### config.mk
export PLATFORM = sky130hd
export DESIGN_NAME = ieg_top
export DESIGN_NICKNAME = d
export VERILOG_FILES = /design/src/rtl/ieg_pkg.sv /design/src/rtl/ieg_gate.sv /design/src/rtl/ieg_top.sv
export SDC_FILE = /design/constraint.sdc
export NUM_CORES = 1
export LEC_CHECK = 0
export BUFFER_PORTS_ARGS = -buffer_cell sky130_fd_sc_hd__buf_2
export CAP_MARGIN = 10
export CORE_MARGIN = 1.5
export CORE_UTILIZATION = 40
export DETAILED_ROUTE_END_ITERATION = 6
export PLACE_DENSITY = 0.7
export SLEW_MARGIN = 20
export SYNTH_ARGS = -nofsm -noshare
export SYNTH_HDL_FRONTEND = slang
export SYNTH_HIERARCHICAL = 1
export SYNTH_SLANG_ARGS = --single-unit
### constraint.sdc
create_clock -name i_ref_clk -period 4.05 [get_ports i_ref_clk]
set_clock_uncertainty 0.2 [all_clocks]
set_input_delay 0.6075 -clock i_ref_clk [delete_from_list [all_inputs] [get_ports i_ref_clk]]
set_output_delay 0.6075 -clock i_ref_clk [all_outputs]
set_load 0.02 [all_outputs]
### src/rtl/ieg_pkg.sv
// Package for the interrupt enable gating block: addresses, reset values,
// field layouts of both enable registers and the bus and source carriers.
// Assumes one clock domain and an 8-bit special register port.
package ieg_pkg;

    localparam logic [7:0] IEG_ADDR_EXT     = 8'hA7;
    localparam logic [7:0] IEG_ADDR_MAIN    = 8'hA8;
    localparam logic [7:0] IEG_RST_MAIN     = 8'h00;
    localparam logic [7:0] IEG_RST_EXT      = 8'h00;
    localparam logic [7:0] IEG_RDATA_NONE   = 8'h00;
    // Bit addresses of the main register are its byte address plus the bit index
    localparam logic [4:0] IEG_BITADDR_BASE = 5'h15;
    localparam int         IEG_BIT_GLOBAL   = 7;
    localparam int         IEG_NSRC         = 15;

    typedef struct packed {
        logic global_irq_enable;
        logic pca_irq_enable;
        logic timer2_irq_enable;
        logic serial_irq_enable;
        logic timer1_irq_enable;
        logic ext_int1_irq_enable;
        logic timer0_irq_enable;
        logic ext_int0_irq_enable;
    } ieg_main_s;

    typedef struct packed {
        logic adc_irq_enable;
        logic ext_int6_irq_enable;
        logic ext_int5_irq_enable;
        logic ext_int4_irq_enable;
        logic ext_int3_irq_enable;
        logic ext_int2_irq_enable;
        logic pca1_irq_enable;
        logic serial_expansion_irq_enable;
    } ieg_ext_s;

    // Same order as the extended register followed by main bits 6..0
    typedef struct packed {
        logic adc;
        logic ext6;
        logic ext5;
        logic ext4;
        logic ext3;
        logic ext2;
        logic pca1;
        logic serial_exp;
        logic pca;
        logic timer2;
        logic serial;
        logic timer1;
        logic ext1;
        logic timer0;
        logic ext0;
    } ieg_src_s;

    typedef struct packed {
        logic [7:0] addr;
        logic [7:0] wdata;
        logic       wr;
        logic       rd;
    } ieg_bus_s;

endpackage

### src/rtl/ieg_gate.sv
// Combinational gate: passes each source request through its enable bit
// and the global enable. Assumes requests are already synchronous levels.
`timescale 1ns/1ps
module ieg_gate (
    input  wire ieg_pkg::ieg_main_s i_main,
    input  wire ieg_pkg::ieg_ext_s  i_ext,
    input  wire ieg_pkg::ieg_src_s  i_req,
    output ieg_pkg::ieg_src_s       o_req
);

    logic [ieg_pkg::IEG_NSRC-1:0] en_vec;

    // Per-source enables line up with the source struct
    assign en_vec = {i_ext, i_main[ieg_pkg::IEG_BIT_GLOBAL-1:0]};

    // Gate and check in one process so the check never sees a stale output
    always_comb begin
        o_req = '0;
        if (i_main.global_irq_enable) begin
            o_req = i_req & en_vec;
        end
        a_gate_global_off: assert (i_main.global_irq_enable || o_req == '0)
            else $error("request passed while global enable is clear");
    end

endmodule

### src/rtl/ieg_top.sv
// Interrupt enable gating: main and extended enable registers on a plain
// byte-wide register port, with bit writes into the main register.
// Assumes synchronous source request levels and a single 200 MHz clock.
//
// Design decision made here: the strobed register port.
`timescale 1ns/1ps
module ieg_top (
    input  wire logic              i_ref_clk,
    input  wire logic              i_nrst,
    input  wire ieg_pkg::ieg_bus_s i_bus,
    input  wire logic              i_bit_wr,
    input  wire logic [7:0]        i_bit_addr,
    input  wire logic              i_bit_val,
    input  wire ieg_pkg::ieg_src_s i_src_req,
    output logic [7:0]             o_rdata,
    output ieg_pkg::ieg_src_s      o_irq_req,
    output logic                   o_irq_any,
    output ieg_pkg::ieg_main_s     o_ie_main,
    output ieg_pkg::ieg_ext_s      o_ie_ext
);

    ieg_pkg::ieg_main_s main_r;
    ieg_pkg::ieg_main_s main_nxt;
    ieg_pkg::ieg_ext_s  ext_r;
    ieg_pkg::ieg_ext_s  ext_nxt;
    ieg_pkg::ieg_src_s  gated;
    logic [7:0]         rdata_nxt;
    logic               bit_hit;
    logic [2:0]         bit_idx;

    function automatic logic hit_main(input logic [7:0] addr);
        hit_main = (addr == ieg_pkg::IEG_ADDR_MAIN);
    endfunction

    function automatic logic hit_ext(input logic [7:0] addr);
        hit_ext = (addr == ieg_pkg::IEG_ADDR_EXT);
    endfunction

    // Bit writes reach only the main register
    assign bit_hit = i_bit_wr && (i_bit_addr[7:3] == ieg_pkg::IEG_BITADDR_BASE);
    assign bit_idx = i_bit_addr[2:0];

    // Main register: a byte write wins over a bit write in the same cycle
    always_comb begin
        main_nxt = main_r;
        if (i_bus.wr && hit_main(i_bus.addr)) begin
            main_nxt = i_bus.wdata;
        end else if (bit_hit) begin
            main_nxt[bit_idx] = i_bit_val;
        end
    end

    always_comb begin
        ext_nxt = ext_r;
        if (i_bus.wr && hit_ext(i_bus.addr)) begin
            ext_nxt = i_bus.wdata;
        end
    end

    always_ff @(posedge i_ref_clk or negedge i_nrst) begin
        if (!i_nrst) begin
            main_r <= ieg_pkg::IEG_RST_MAIN;
        end else begin
            main_r <= main_nxt;
        end
    end

    always_ff @(posedge i_ref_clk or negedge i_nrst) begin
        if (!i_nrst) begin
            ext_r <= ieg_pkg::IEG_RST_EXT;
        end else begin
            ext_r <= ext_nxt;
        end
    end

    // Read data: stored value, unmapped addresses read zero
    always_comb begin
        rdata_nxt = ieg_pkg::IEG_RDATA_NONE;
        if (hit_main(i_bus.addr)) begin
            rdata_nxt = main_r;
        end else if (hit_ext(i_bus.addr)) begin
            rdata_nxt = ext_r;
        end
    end

    always_ff @(posedge i_ref_clk or negedge i_nrst) begin
        if (!i_nrst) begin
            o_rdata <= ieg_pkg::IEG_RDATA_NONE;
        end else if (i_bus.rd) begin
            o_rdata <= rdata_nxt;
        end else begin
            o_rdata <= ieg_pkg::IEG_RDATA_NONE;
        end
    end

    ieg_gate u_gate (
        .i_main (main_r),
        .i_ext  (ext_r),
        .i_req  (i_src_req),
        .o_req  (gated)
    );

    // Gated requests toward priority logic, one cycle after sampling
    always_ff @(posedge i_ref_clk or negedge i_nrst) begin
        if (!i_nrst) begin
            o_irq_req <= '0;
        end else begin
            o_irq_req <= gated;
        end
    end

    // Summary request, registered alongside the per-source requests
    always_ff @(posedge i_ref_clk or negedge i_nrst) begin
        if (!i_nrst) begin
            o_irq_any <= 1'b0;
        end else begin
            o_irq_any <= |gated;
        end
    end

    // Register copies, loaded together with the registers themselves
    always_ff @(posedge i_ref_clk or negedge i_nrst) begin
        if (!i_nrst) begin
            o_ie_main <= ieg_pkg::IEG_RST_MAIN;
        end else begin
            o_ie_main <= main_nxt;
        end
    end

    always_ff @(posedge i_ref_clk or negedge i_nrst) begin
        if (!i_nrst) begin
            o_ie_ext <= ieg_pkg::IEG_RST_EXT;
        end else begin
            o_ie_ext <= ext_nxt;
        end
    end
endmodule

==> results_dict.tcl <==
set metrics [dict create \
    max_freq_ghz 0.507 \
    p_per_area_nw_per_um2 347 \
    die_y_um 70.6 \
    insertion_delay_ns 0.28 \
    status "finished clean" \
    path_max_fanout 7 \
    slew_headroom 0.356 \
    dieWidth_um 70.6 \
    track_usage 0.191 \
    setup_tns_ns 0 \
    cts_setup_buffers 0 \
    vias 1592 \
    cts.repair.resized 0 \
    synth_nets 200 \
    area_growth_pct 28.4 \
    synth-seq-cells 40 \
    core_um2 4380 \
    rows 24 \
    synth_warnings 6 \
    initial_core_util 0.417 \
    die_area_um2 4980 \
    synthFlopType "dfrtp_1" \
    slew_violations 0 \
    nets 281 \
    postCtsHoldBufs 0 \
    syn_inst 155 \
    io_buffer_count 84 \
    synth_area_per_cell_um2 11.8 \
    grt_max_degree 41 \
    ir_drop_uv 129 \
    cts.sinks 40 \
    antennaDiodeCount 0 \
    cap_violations 0 \
    grt_pass1_wl_mm 7.43 \
    end_kind "register" \
    detailed_place_hpwl_mm 3.63 \
    crit_start "i_bit_addr[4]" \
    ff2ff_path_depth 3 \
    cts_buffer_depth 2 \
    clk_pin_slew_worst_paths_ns 0.07 \
    first_global_vias 1499 \
    netlist_area_um2 1830 \
    synth.area.top_cells "dfrtp_1 55%, nand3_1 5.5%, mux2_2 4.3%" \
    p_leak_uw 0.00125 \
    critPathLaunchType "input pin" \
    rsz0062_at_grt "no" \
    timing_worst_setup_path_type "input pin to register" \
    reg2reg_from "o_ie_main[7]" \
    drive_above_1_share 0.456 \
    pre_cts_ws_ns 1.80 \
    fillers 401 \
    cts_made_buffers 5 \
    arrival_ns 1.96 \
    yosys-top-cells-count "40 x dfrtp_1, 20 x nand3_1, 12 x and3_1" \
    ys_seq_area_frac 0.548 \
    ant_nets 0 \
    period_minus_slack_ns 1.97 \
    yosysMostFrequentCell "dfrtp_1" \
    io_pins 85 \
    async_flop_share 1.00 \
    fin_ws_ns 2.08 \
    finalCritPeriodShare 0.487 \
    drc_errors 0 \
    routedWlPerCell_um 16.1 \
    globalplace.congestion 0.905 \
    hold_path_class "input pin to async pin" \
    synth_edf_count 0 \
    drt_wl_total_mm 4.65 \
    synth_top_area_share 0.548 \
    crit_required_ns 4.04 \
    cts_max_level 2 \
    worst_pin_slew_ns 0.953 \
    hold_viol_final 0 \
    via_per_inst 5.51 \
    tritoncts "built" \
    yosys.area.top_type "dfrtp_1" \
    finalSetupViolCount 0 \
    grt_remaining_overflow 0 \
    drtPass1Iterations 4 \
    first_iter_violations 74 \
    antenna_found_initial 0 \
    yosysUniqueCellTypes 34 \
    root_buffer "clkbuf_8" \
]
[cell type report]
class                   count  area, µm²  share of cell area
multi-input cells         104        763               0.325
inverters                   1       3.75             0.00160
repair buffers             84        420               0.179
well taps                  52       65.1              0.0277
clock inverters             2       10.0             0.00427
clock buffers               6       82.6              0.0352
flip-flops and latches     40       1000               0.427
[power breakdown]
group | switching [µW] | total, µW | internal, µW
Combinational | 67.6 | 112 | 44.8
Clock | 129 | 265 | 136
Sequential | 21.8 | 437 | 416
[metrics by stage]
stage / total power (µW) / hold slack, ns / utilization / instance area (µm²) / cells
final: 815 / 0.237 / 0.535 / 2350 / 289
after global routing: 853 / 0.315 / 0.535 / 2350 / 289
after CTS: 824 / 0.261 / 0.535 / 2350 / 289
after detailed placement: 559 / 0.350 / 0.514 / 2250 / 281
after global placement: 558 / 0.356 / 0.514 / 2250 / 281
after floorplan: 496 / 0.112 / - / 1830 / 155
[cell families after synthesis]
| group | synth area share |
|---|---|
| compound gates | 0.0945 |
| buf+inv | 0.0342 |
| flops | 0.548 |
| mux | 0.0493 |
| simple gates | 0.274 |
[flip-flops by register name, summed over array words and instances, names as in the netlist]
| register | count |
|---|---|
| o_irq_req | 15 |
| ext_r | 2 |
| o_irq_any | 1 |
| o_ie_ext | 6 |
| o_rdata | 8 |
| o_ie_main | 8 |
[layout by cell type, fill, tap and decap left out, drive strengths merged, types with 2 or more instances in the layout]
cell type,netlist,layout
mux2,8,8
a21boi,8,8
and4b,2,2
clkbuf,5,6
clkinv,0,2
buf,5,84
dfrtp,40,40
nand4,5,5
o41ai,2,2
nor4,11,11
and3,17,17
nand3,22,22
a31oi,8,8
o31ai,6,6
nand2b,2,2
[layer usage]
layer,global-route usage,vias to the layer above,part of all wire,wire [µm]
li1,-,766,-,-
met1,0.258,752,0.46,2120
met2,0.312,70,0.46,2150
met3,0.0470,4,0.076,352
met4,0.0503,0,0.0071,33
met5,0,-,0,0
[critical path: stages]
cell and delay, ns:
buf_2 0.10, nor4bb_1 0.82, nand3_1 0.20, a31oi_1 0.24
[path summary, 6_finish.rpt]
check / end / slack (ns)
worst max-delay path: o_ie_main[7] / 2.08
worst min-delay path: o_irq_req[3] / 0.24
worst max register to register: o_irq_any / 2.28
worst min register to register: o_ie_ext[3] / 0.37
max in group asynchronous: o_ie_ext[5] / 2.87
min in group i_ref_clk: o_ie_ext[3] / 0.36
Power figures use the tool's default switching activity.
